$ cat config.mk
export PLATFORM = sky130hd
export DESIGN_NAME = wdg_gpio_core
export DESIGN_NICKNAME = d
export VERILOG_FILES = /design/src/core/wdg_gpio_core.v
export VERILOG_INCLUDE_DIRS = /design/src /design/src/core
export SDC_FILE = /design/constraint.sdc
export NUM_CORES = 1
export LEC_CHECK = 0
export ABC_AREA = 1
export CAP_MARGIN = 20
export CORE_MARGIN = 5
export CORE_UTILIZATION = 30
export DETAILED_ROUTE_END_ITERATION = 6
export DONT_BUFFER_PORTS = 1
export GPL_TIMING_DRIVEN = 0
export PLACE_DENSITY_LB_ADDON = 0.15
export SLEW_MARGIN = 20
export SYNTH_ARGS = -nofsm -noshare
export SYNTH_HDL_FRONTEND = slang
export SYNTH_SLANG_ARGS = --single-unit
export TNS_END_PERCENT = 100
$ cat constraint.sdc
create_clock -name clk_sys -period 5.6 [get_ports clk_sys]
set_clock_uncertainty 0.15 [all_clocks]
set_input_delay 0.28 -clock clk_sys [delete_from_list [all_inputs] [get_ports clk_sys]]
set_output_delay 0.28 -clock clk_sys [all_outputs]
set_load 0.01 [all_outputs]
$ cat src/core/wdg_consts.vh
`ifndef WDG_CONSTS_VH
`define WDG_CONSTS_VH

// ----------------------------------------
// Register offsets
// ----------------------------------------
`define WDG_OFS_INTERVAL   8'h01
`define WDG_OFS_CONTROL    8'h02
`define WDG_OFS_PINCFG     8'h03
`define WDG_OFS_EDGE       8'h04
`define WDG_OFS_STATUS     8'h06

// ----------------------------------------
// Reset values
// ----------------------------------------
`define WDG_RST_INTERVAL   8'hFF
`define WDG_RST_CONTROL    3'h0
`define WDG_RST_DIR        4'hF
`define WDG_RST_LEVEL      4'h0
`define WDG_RST_EDGESEL    4'h0
`define WDG_RST_FILTER     3'h1

// ----------------------------------------
// Field positions
// ----------------------------------------
`define WDG_ON_BIT         0
`define WDG_ACT_HI         2
`define WDG_ACT_LO         1
`define WDG_DIR_HI         3
`define WDG_DIR_LO         0
`define WDG_LVL_HI         7
`define WDG_LVL_LO         4
`define WDG_EDGE_HI        3
`define WDG_EDGE_LO        0
`define WDG_FLT_HI         6
`define WDG_FLT_LO         4

// ----------------------------------------
// Timeout actions
// ----------------------------------------
`define WDG_ACT_FLAG       2'b00
`define WDG_ACT_RESET      2'b01

// ----------------------------------------
// Timing
// ----------------------------------------
`define WDG_TICK_CYC       25'h17D7840
`define WDG_FLT_10MS_CYC   18'h3D090
`define WDG_FLT_5MS_CYC    18'h1E848
`define WDG_FLT_1MS_CYC    18'h061A8
`define WDG_FLT_500US_CYC  18'h030D4

`endif

$ cat src/core/wdg_gpio_core.v
`timescale 1ns/1ps
`include "wdg_consts.vh"

module wdg_gpio_core #(
   parameter [24:0] TICK_CYC  = `WDG_TICK_CYC,
   parameter [17:0] FLT10_CYC = `WDG_FLT_10MS_CYC,
   parameter [17:0] FLT5_CYC  = `WDG_FLT_5MS_CYC,
   parameter [17:0] FLT1_CYC  = `WDG_FLT_1MS_CYC,
   parameter [17:0] FLT05_CYC = `WDG_FLT_500US_CYC
) (
   // Clock and reset
   input  wire       clk_sys,
   input  wire       reset,
   // Register port from the serial front end
   input  wire [7:0] reg_addr,
   input  wire [7:0] reg_wdata,
   input  wire       reg_write,
   input  wire       reg_read,
   output reg  [7:0] reg_rdata,
   output reg        reg_hit,
   // Device addressed on the bus
   input  wire       bus_addressed,
   // Mask from the interrupt mask register
   input  wire [3:0] interrupt_mask,
   // General-purpose pins
   input  wire [3:0] gpio_in,
   output reg  [3:0] gpio_out,
   output reg  [3:0] gpio_oe_n,
   // Flags and actions
   output reg        watchdog_flag,
   output reg  [3:0] pin_flag,
   output reg        motor_force_off,
   output reg        chip_reset_req
);

   // ----------------------------------------
   // Registers
   // ----------------------------------------
   reg  [7:0]  watchdog_interval;
   reg  [2:0]  watchdog_control;
   reg  [3:0]  pin_dir;
   reg  [3:0]  pin_level;
   reg  [3:0]  pin_edge_sel;
   reg  [2:0]  pin_filter_sel;
   reg  [24:0] tick_cnt;
   reg  [7:0]  wd_count;
   reg  [17:0] filt_limit;
   reg         pins_seeded;
   wire [3:0]  pin_filt;
   wire [3:0]  pin_prev;

   wire        watchdog_on;
   wire [1:0]  timeout_action;
   wire        wr_interval;
   wire        wr_control;
   wire        wr_pincfg;
   wire        wr_edge;
   wire        status_access;
   wire        wd_running;
   wire        wd_reload;
   wire        sec_tick;
   wire        wd_timeout;
   wire        act_reset;
   wire        act_stop;
   wire [3:0]  edge_rise;
   wire [3:0]  edge_fall;
   wire [3:0]  edge_hit;
   wire        next_watchdog_flag;
   wire [3:0]  next_pin_flag;

   // ----------------------------------------
   // Register decode
   // ----------------------------------------
   assign watchdog_on    = watchdog_control[`WDG_ON_BIT];
   assign timeout_action =
      watchdog_control[`WDG_ACT_HI:`WDG_ACT_LO];

   assign wr_interval = reg_write && (reg_addr == `WDG_OFS_INTERVAL);
   assign wr_control  = reg_write && (reg_addr == `WDG_OFS_CONTROL);
   assign wr_pincfg   = reg_write && (reg_addr == `WDG_OFS_PINCFG);
   assign wr_edge     = reg_write && (reg_addr == `WDG_OFS_EDGE);
   assign status_access = (reg_write || reg_read) &&
                          (reg_addr == `WDG_OFS_STATUS);

   // ----------------------------------------
   // Watchdog timer
   // ----------------------------------------
   assign wd_running = watchdog_on &&
                       (watchdog_interval != 8'h00);
   assign wd_reload  = bus_addressed || wr_interval ||
                       !wd_running;
   assign sec_tick   = wd_running && (tick_cnt == TICK_CYC - 25'h1);
   assign wd_timeout = sec_tick && !wd_reload &&
                       (wd_count == 8'h01);
   assign act_reset  = wd_timeout &&
                       (timeout_action == `WDG_ACT_RESET);
   assign act_stop   = wd_timeout && timeout_action[1];

   always @(posedge clk_sys or posedge reset) begin
      if (reset) begin
         tick_cnt <= 25'h0000000;
         wd_count <= `WDG_RST_INTERVAL;
      end else if (act_reset) begin
         tick_cnt <= 25'h0000000;
         wd_count <= `WDG_RST_INTERVAL;
      end else if (wd_reload) begin
         tick_cnt <= 25'h0000000;
         wd_count <= wr_interval ? reg_wdata : watchdog_interval;
      end else if (sec_tick) begin
         tick_cnt <= 25'h0000000;
         if (wd_count == 8'h01) begin
            wd_count <= watchdog_interval;
         end else begin
            wd_count <= wd_count - 8'h01;
         end
      end else begin
         tick_cnt <= tick_cnt + 25'h0000001;
      end
   end

   // ----------------------------------------
   // Register writes
   // ----------------------------------------
   always @(posedge clk_sys or posedge reset) begin
      if (reset) begin
         watchdog_interval <= `WDG_RST_INTERVAL;
         watchdog_control  <= `WDG_RST_CONTROL;
         pin_dir           <= `WDG_RST_DIR;
         pin_level         <= `WDG_RST_LEVEL;
         pin_edge_sel      <= `WDG_RST_EDGESEL;
         pin_filter_sel    <= `WDG_RST_FILTER;
      end else if (act_reset) begin
         watchdog_interval <= `WDG_RST_INTERVAL;
         watchdog_control  <= `WDG_RST_CONTROL;
         pin_dir           <= `WDG_RST_DIR;
         pin_level         <= `WDG_RST_LEVEL;
         pin_edge_sel      <= `WDG_RST_EDGESEL;
         pin_filter_sel    <= `WDG_RST_FILTER;
      end else begin
         if (wr_interval) begin
            watchdog_interval <= reg_wdata;
         end
         if (wr_control) begin
            watchdog_control <= reg_wdata[2:0];
         end
         if (wr_pincfg) begin
            pin_dir   <= reg_wdata[`WDG_DIR_HI:`WDG_DIR_LO];
            pin_level <= reg_wdata[`WDG_LVL_HI:`WDG_LVL_LO];
         end
         if (wr_edge) begin
            pin_edge_sel   <= reg_wdata[`WDG_EDGE_HI:`WDG_EDGE_LO];
            pin_filter_sel <= reg_wdata[`WDG_FLT_HI:`WDG_FLT_LO];
         end
      end
   end

   // ----------------------------------------
   // Register reads
   // ----------------------------------------
   always @(posedge clk_sys or posedge reset) begin
      if (reset) begin
         reg_rdata <= 8'h00;
         reg_hit   <= 1'b0;
      end else if (reg_read) begin
         reg_hit <= 1'b1;
         case (reg_addr)
            `WDG_OFS_INTERVAL: reg_rdata <= watchdog_interval;
            `WDG_OFS_CONTROL:  reg_rdata <= {5'h00, watchdog_control};
            `WDG_OFS_PINCFG:   reg_rdata <= {pin_level, pin_dir};
            `WDG_OFS_EDGE:     reg_rdata <= {1'b0, pin_filter_sel,
                                             pin_edge_sel};
            default: begin
               reg_rdata <= 8'h00;
               reg_hit   <= 1'b0;
            end
         endcase
      end else begin
         reg_rdata <= 8'h00;
         reg_hit   <= 1'b0;
      end
   end

   // ----------------------------------------
   // Input glitch filter for pins 0 and 1
   // ----------------------------------------
   always @* begin
      case (pin_filter_sel)
         3'h0:    filt_limit = 18'h00000;
         3'h1:    filt_limit = FLT05_CYC;
         3'h2:    filt_limit = FLT1_CYC;
         3'h3:    filt_limit = FLT5_CYC;
         default: filt_limit = FLT10_CYC;
      endcase
   end

   always @(posedge clk_sys or posedge reset) begin
      if (reset) begin
         pins_seeded <= 1'b0;
      end else begin
         pins_seeded <= 1'b1;
      end
   end

   genvar gi;
   generate
      for (gi = 0; gi < 4; gi = gi + 1) begin : g_pin
         reg [17:0] stable_cnt;
         reg        filt_q;
         reg        prev_q;
         assign pin_filt[gi] = filt_q;
         assign pin_prev[gi] = prev_q;
         always @(posedge clk_sys or posedge reset) begin
            if (reset) begin
               stable_cnt <= 18'h00000;
               filt_q     <= 1'b0;
               prev_q     <= 1'b0;
            end else if (!pins_seeded) begin
               stable_cnt <= 18'h00000;
               filt_q     <= gpio_in[gi];
               prev_q     <= gpio_in[gi];
            end else begin
               prev_q <= filt_q;
               if (gi > 1 || filt_limit == 18'h00000) begin
                  stable_cnt <= 18'h00000;
                  filt_q     <= gpio_in[gi];
               end else if (gpio_in[gi] == filt_q) begin
                  stable_cnt <= 18'h00000;
               end else if (stable_cnt >= filt_limit - 18'h00001) begin
                  stable_cnt <= 18'h00000;
                  filt_q     <= gpio_in[gi];
               end else begin
                  stable_cnt <= stable_cnt + 18'h00001;
               end
            end
         end
      end
   endgenerate

   // ----------------------------------------
   // Edge detect and flags
   // ----------------------------------------
   assign edge_rise = pin_filt & ~pin_prev;
   assign edge_fall = ~pin_filt & pin_prev;
   assign edge_hit  = ~interrupt_mask & pin_dir &
                      ((pin_edge_sel & edge_fall) |
                       (~pin_edge_sel & edge_rise));

   assign next_pin_flag =
      (pin_flag & ~{4{status_access || act_reset}}) | edge_hit;
   assign next_watchdog_flag =
      (watchdog_flag && !status_access) || wd_timeout;

   always @(posedge clk_sys or posedge reset) begin
      if (reset) begin
         watchdog_flag   <= 1'b0;
         pin_flag        <= 4'h0;
         motor_force_off <= 1'b0;
         chip_reset_req  <= 1'b0;
      end else begin
         watchdog_flag  <= next_watchdog_flag;
         pin_flag       <= next_pin_flag;
         chip_reset_req <= act_reset;
         if (act_stop) begin
            motor_force_off <= 1'b1;
         end else if (!next_watchdog_flag) begin
            motor_force_off <= 1'b0;
         end
      end
   end

   // ----------------------------------------
   // Pin drivers
   // ----------------------------------------
   always @(posedge clk_sys or posedge reset) begin
      if (reset) begin
         gpio_out  <= `WDG_RST_LEVEL;
         gpio_oe_n <= `WDG_RST_DIR;
      end else begin
         gpio_out  <= pin_level;
         gpio_oe_n <= pin_dir;
      end
   end

endmodule

**Word-level counts from Yosys, hierarchy flattened**

Cells that the tools add are included.

- Add/subtract/negate cells: 5
- Magnitude comparators: 2
- Equality and inequality tests: 18
- Mux-type cells: 46
- Bitwise operators: 14
- Reduce and logical (&&, ||, !) cells: 30

Operator list:

| operator | number |
|---|---|
| 18-bit 2-to-1 mux | 8 |
| 25-bit 2-to-1 mux | 3 |
| 18-bit one-hot mux with 4 select lines | 1 |
| 8-bit 2-to-1 mux | 7 |
| 18-bit by 1-bit adder with 18-bit output (second input constant) | 2 |
| 18-bit >= comparator | 2 |
| 8-bit one-hot mux with 4 select lines | 1 |
| 4-bit bitwise AND | 7 |
| 25-bit by 1-bit adder with 25-bit output (second input constant) | 1 |
| 25-bit equality test (second input constant) | 1 |
| 4-bit 2-to-1 mux | 6 |
| 4-bit inverter | 5 |
| 18-bit zero test | 1 |
| 18-bit by 1-bit subtractor with 18-bit output (second input constant) | 1 |
| 8-bit by 1-bit equality test with 1-bit output (second input constant) | 2 |
| 8-bit by 2-bit equality test with 1-bit output (second input constant) | 2 |
| 8-bit by 3-bit equality test with 1-bit output (second input constant) | 2 |
| 1-bit 2-to-1 mux | 16 |
| 1-bit logical AND | 12 |
| 3-bit 2-to-1 mux | 4 |
| 4-bit OR | 2 |
| 8-bit nonzero test | 1 |
| 8-bit by 1-bit subtractor with 8-bit output (second input constant) | 1 |
| 3-bit by 2-bit equality test with 1-bit output (second input constant) | 2 |
| other kinds (13) | 25 |

- Register bits: 128
- Input bits: 29
- Output and inout port bits: 24
- Word-level logic and storage cells: 142

**Longest topological paths before layout**

- Word-level depth: 12
- Mapped depth: 25
- Depth with buffers taken out: 25

**Worst setup path before layout**

No wires, ideal clock.

- Path type: register -> register
- From: register pin_filter_sel[0]
- To: register g_pin[1].stable_cnt[11]
- Library setup time: 71 ps
- Data arrival time: 2624 ps
- Data required time: 5379 ps
- Path slack: 2754 ps
- Stages on the path, launching flop included: 17
- Path buffers: 1
- Clock period less this slack: 2846 ps
- Cell sequence: dfstp_2 -> inv_2 -> nor2_1 -> nand2_1 -> o21ai_0 -> inv_1 -> ha_1 -> nand2_1 -> nand3_1 -> inv_1 -> ha_1 -> a21oi_1 -> nor2_1 -> a211oi_1 -> nand3_4 -> buf_6 -> nor2_1

- Cells in the longest elaborated chain, start to end: 8
- Elaborated cells between the ends (all ways): 12
- Classes of those cells: 1 x add/sub; 1 x order compare; 3 x eq/ne; 5 x mux; 2 x reduce/logical

RTL lines:

| element | RTL line | source |
|---|---|---|
| from (decl) | wdg_gpio_core.v:44 | `reg [2:0] pin_filter_sel;` |
| from (signal assigned) | wdg_gpio_core.v:131 | `` pin_filter_sel <= `WDG_RST_FILTER; `` |
| from (signal assigned) | wdg_gpio_core.v:138 | `` pin_filter_sel <= `WDG_RST_FILTER; `` |
| from (signal assigned) | wdg_gpio_core.v:152 | `` pin_filter_sel <= reg_wdata[`WDG_FLT_HI:`WDG_FLT_LO]; `` |
| 3-bit by 2-bit equality test with 1-bit output, or another cell as far along | wdg_gpio_core.v:187 | `case (pin_filter_sel)` |
| 18-bit one-hot mux with 4 select lines (*) | wdg_gpio_core.v:187 |  |
| 18-bit by 1-bit subtractor with 18-bit output | -- |  |
| 18-bit >= comparator | wdg_gpio_core.v:228 | `end else if (stable_cnt >= filt_limit - 18'h00001) begin` |
| 18-bit 2-to-1 mux | wdg_gpio_core.v:228 |  |
| 18-bit 2-to-1 mux | wdg_gpio_core.v:226 | `end else if (gpio_in[gi] == filt_q) begin` |
| 18-bit 2-to-1 mux (*) | wdg_gpio_core.v:223 | `if (gi > 1 \|\| filt_limit == 18'h00000) begin` |
| 18-bit 2-to-1 mux (*) | wdg_gpio_core.v:217 | `end else if (!pins_seeded) begin` |
| to (signal assigned) | wdg_gpio_core.v:232 | `stable_cnt <= stable_cnt + 18'h00001;` |
| to (decl) | wdg_gpio_core.v:207 | `reg [17:0] stable_cnt;` |

Mark *: on every way between the ends. The rest lies on a longest branch, timed or not.
A chain may end at the register's enable or synchronous reset.

**Worst setup path after layout**

- From: register pin_filter_sel[0]
- To: register g_pin[1].stable_cnt[4]

The elaborated chain is that of the path after synthesis.

==> results by group <==
Drt
  • Vias: ~5700
  • Drt pass-1 iters: 4
  • Drt wl/cell: about 14 um
  • Number of routed nets with antenna violations: 0
  • Via density: roughly 4.5
  • DRC Markers: 0
  • Final WL: around 19000 um
  • Initial DRC Count: roughly 220

Floorplanning
  • Die W: roughly 170 um
  • Die area: approximately 28000 sq um
  • Top Ports: 53
  • Row Count: 57
  • Core area: around 24000 sq um
  • Die extent in y: roughly 170 um
  • Initial Utilization: 0.303

Clock network
  • CTS tree: done
  • Post CTS Setup Buffer Count: 0
  • Post-CTS Hold Buffers: 19
  • Clock buffer depth: 2
  • H-tree Lvls: 4
  • CTS Buf Count: 17
  • Clock latency on the worst-skew pair: 0.42 ns
  • Root buffer cell: clkbuf_16
  • CTS clk-pin slew, worst paths: around 0.06 ns
  • Post-CTS Resized: 0
  • Clock Sinks: between 100 and 150

STA
  • Max Slew Vio Count: 0
  • TNS Setup: 0 ns
  • Max Clock Freq: 290 MHz
  • Finish-stage setup viols: 0
  • Worst Tran Pin Value: ~0.95 ns
  • Worst rel slew slack: 0.363
  • Unrepaired setup endpoints after global routing: no
  • Final cycle utilization of the critical path: 0.615
  • Fin. Hold Viols: 0
  • Hold Slack: between 0.02 and 0.025 ns
  • Crit path time final: between 3 and 4 ns

Placed design
  • Placed Cells: roughly 1200
  • Placed cell area: approximately 7800 sq um
  • GP Congestion: between 0.8 and 0.9
  • I/O Buffers: 0
  • Post-DP HPWL: between 10000 and 15000 um

Cells and area
  • Diode count: 0
  • Share of layout cells above drive strength 1: 0.121
  • Area delta synth->final: 16.5%
  • Non-filler instance count after layout: about 1300
  • Final Cell Area: 8540 sq um
  • Nets: roughly 1000

Power and ir drop
  • VDD IR max: roughly 0.00017 V
  • Overall Power: about 0.0023 W
  • P per Cell Area: approximately 270 nW/um^2
  • Lkg Pwr: ~4.0 nW

GRT
  • Global-route wire length before repair: 31100 um
  • Vias in the first global route: about 5800
  • Total grt overflow: 0
  • Total track usage: 0.138
  • Largest net degree at the start of global routing: 90
  • Initial antenna violation count: 0

Hold path
  • Hold Path Sink: watchdog_interval[7]
  • Hold WC Path Type: in -> reg
  • Hold path depth: 4
  • Min-delay src: reg_wdata[7]

Yosys
  • Most common cell in the netlist: nand2_1
  • Synthesized area: between 7000 and 8000 sq um
  • Yosys reg bits: approximately 130
  • Sequential element share of the synthesized area: 0.441
  • Post-synthesis async set-or-reset flop share: 1.00
  • Yosys warns: 0
  • Post-synth EDFFs: 0
  • Yosys top cell area share: 0.352
  • Yosys top cell by area: dfrtp_1
  • Distinct cell type count after synthesis: between 50 and 60
  • Synthesized netlist net count: about 970
  • Synth Area per Inst: around 8 sq um
  • Syn Inst Count: ~900
  • Ys flop type: dfrtp_1
  • Synth area leaders: dfrtp_1 35%, nand2_1 10%, dfstp_2 9.0%
  • Synth top cells by count: 197 x nand2_1, 121 x inv_1, 118 x nor2_1

Setup path
  • R2R Path Start: pin_filter_sel[0]
  • Crit. Startpoint: pin_filter_sel[0]
  • Crit path kind: reg -> reg
  • Setup crit end kind: flop
  • Startpoint types: flop
  • R2R setup slack: 2.16 ns
  • Critical Path AT: 3.64 ns
  • Worst flop-to-flop path endpoint: g_pin[1].stable_cnt[4]
  • CP max FO: 10
  • Reg2reg path depth: 14
  • Worst EP required: ~5.8 ns

Status
  • Status: finished clean

Job
  • Max-Cap Viols: 0
sequential cells by signal (all words and copies together), names as in the netlist, 8 cells and up:
| register | flops |
|---|---|
| reg_rdata | 8 |
| wd_count | 8 |
| g_pin.stable_cnt | 36 |
| tick_cnt | 25 |
| watchdog_interval | 8 |
worst max path at each step:
stage,to,cells past startpoint,slack (ns)
final,g_pin[1].stable_cnt[4],14,2.16
after floorplan,chip_reset_req,1,1.80
after global routing,g_pin[1].stable_cnt[9],14,1.85
after global placement,pins_seeded,1,-0.19
after CTS,g_pin[1].stable_cnt[4],14,2.12
after detailed placement,g_pin[1].stable_cnt[3],14,2.12
critical path: stages (launching register included):
cell and delay, ns:
dfstp_2 0.64, nand2_1 0.11, nor2_1 0.25, inv_1 0.10, ha_1 0.18, nand2_1 0.17
inv_1 0.09, nor2_1 0.19, ha_1 0.30, nand2_1 0.08, nor2_1 0.04, a211oi_1 0.53
nand3_4 0.24, buf_6 0.21, nor2_1 0.08
final cells by class:
type | instances | area, sq um
Sequential cell | 128 | 3230
Clock inverter | 12 | 134
Tap cell | 324 | 405
Timing Repair Buffer | 20 | 218
Buffer | 16 | 128
Multi-Input combinational cell | 630 | 3480
Inverter | 128 | 493
Clock buffer | 20 | 447
Fill cell | 2559 | 15600
report_power, final:
| part | total (W) | switching (W) | internal [W] |
|---|---|---|---|
| clock | 0.00111 | 0.000436 | 0.000669 |
| sequential | 0.00100 | 0.0000325 | 0.000967 |
| combinational | 0.000215 | 0.000139 | 0.0000754 |
| total | 0.00232 | 0.000608 | 0.00171 |
kinds of logic (layout without fill, tap and decap cells):
group	count (synthesis)	after routing	synth area share
other	1	1	0.000512
buffers and inverters	144	196	0.0837
and+or+nand+nor	449	449	0.277
DFF	128	128	0.441
AOI/OAI and AO/OA	101	101	0.0849
adders and majority gates	35	35	0.0598
xor gates and xnor gates	44	44	0.0526
layer usage:
metal / vias up / global-route usage / part of all wire
li1: 2987 / - / -
met1: 2622 / 0.193 / 0.50
met2: 94 / 0.212 / 0.44
met3: 19 / 0.0374 / 0.050
met4: 0 / 0.0356 / 0.012
met5: - / 0 / 0
placed cells by master (no fill, tap or decap), types with 3 or more instances in the layout:
master	n
buf_6	5
ha_1	35
nor4_1	5
o22ai_1	3
clkinvlp_4	4
o221ai_1	3
inv_6	4
nand2_1	197
nand3_1	49
nand4_1	17
nor3_1	18
and3_1	3
clkbuf_16	17
inv_1	120
a21oi_1	25
dfrtp_1	103
buf_2	5
o21ai_0	33
xor2_1	33
o21ai_1	3
xnor2_1	11
nor2_1	118
nor2_4	4
nor3b_1	3
dfstp_2	25
nand2_2	9
dlygate4sd3_1	19
clkbuf_1	5
nor3_2	6
nor2_2	11
o211ai_1	17
inv_2	6
stage by stage:
stage	utilization	worst slack (ns)
after floorplan	-	1.80
after global placement	0.320	-0.192
after detailed placement	0.321	2.12
after CTS	0.353	2.12
after global routing	0.353	1.85
final	0.353	2.16
Power figures use the tool's default switching activity.
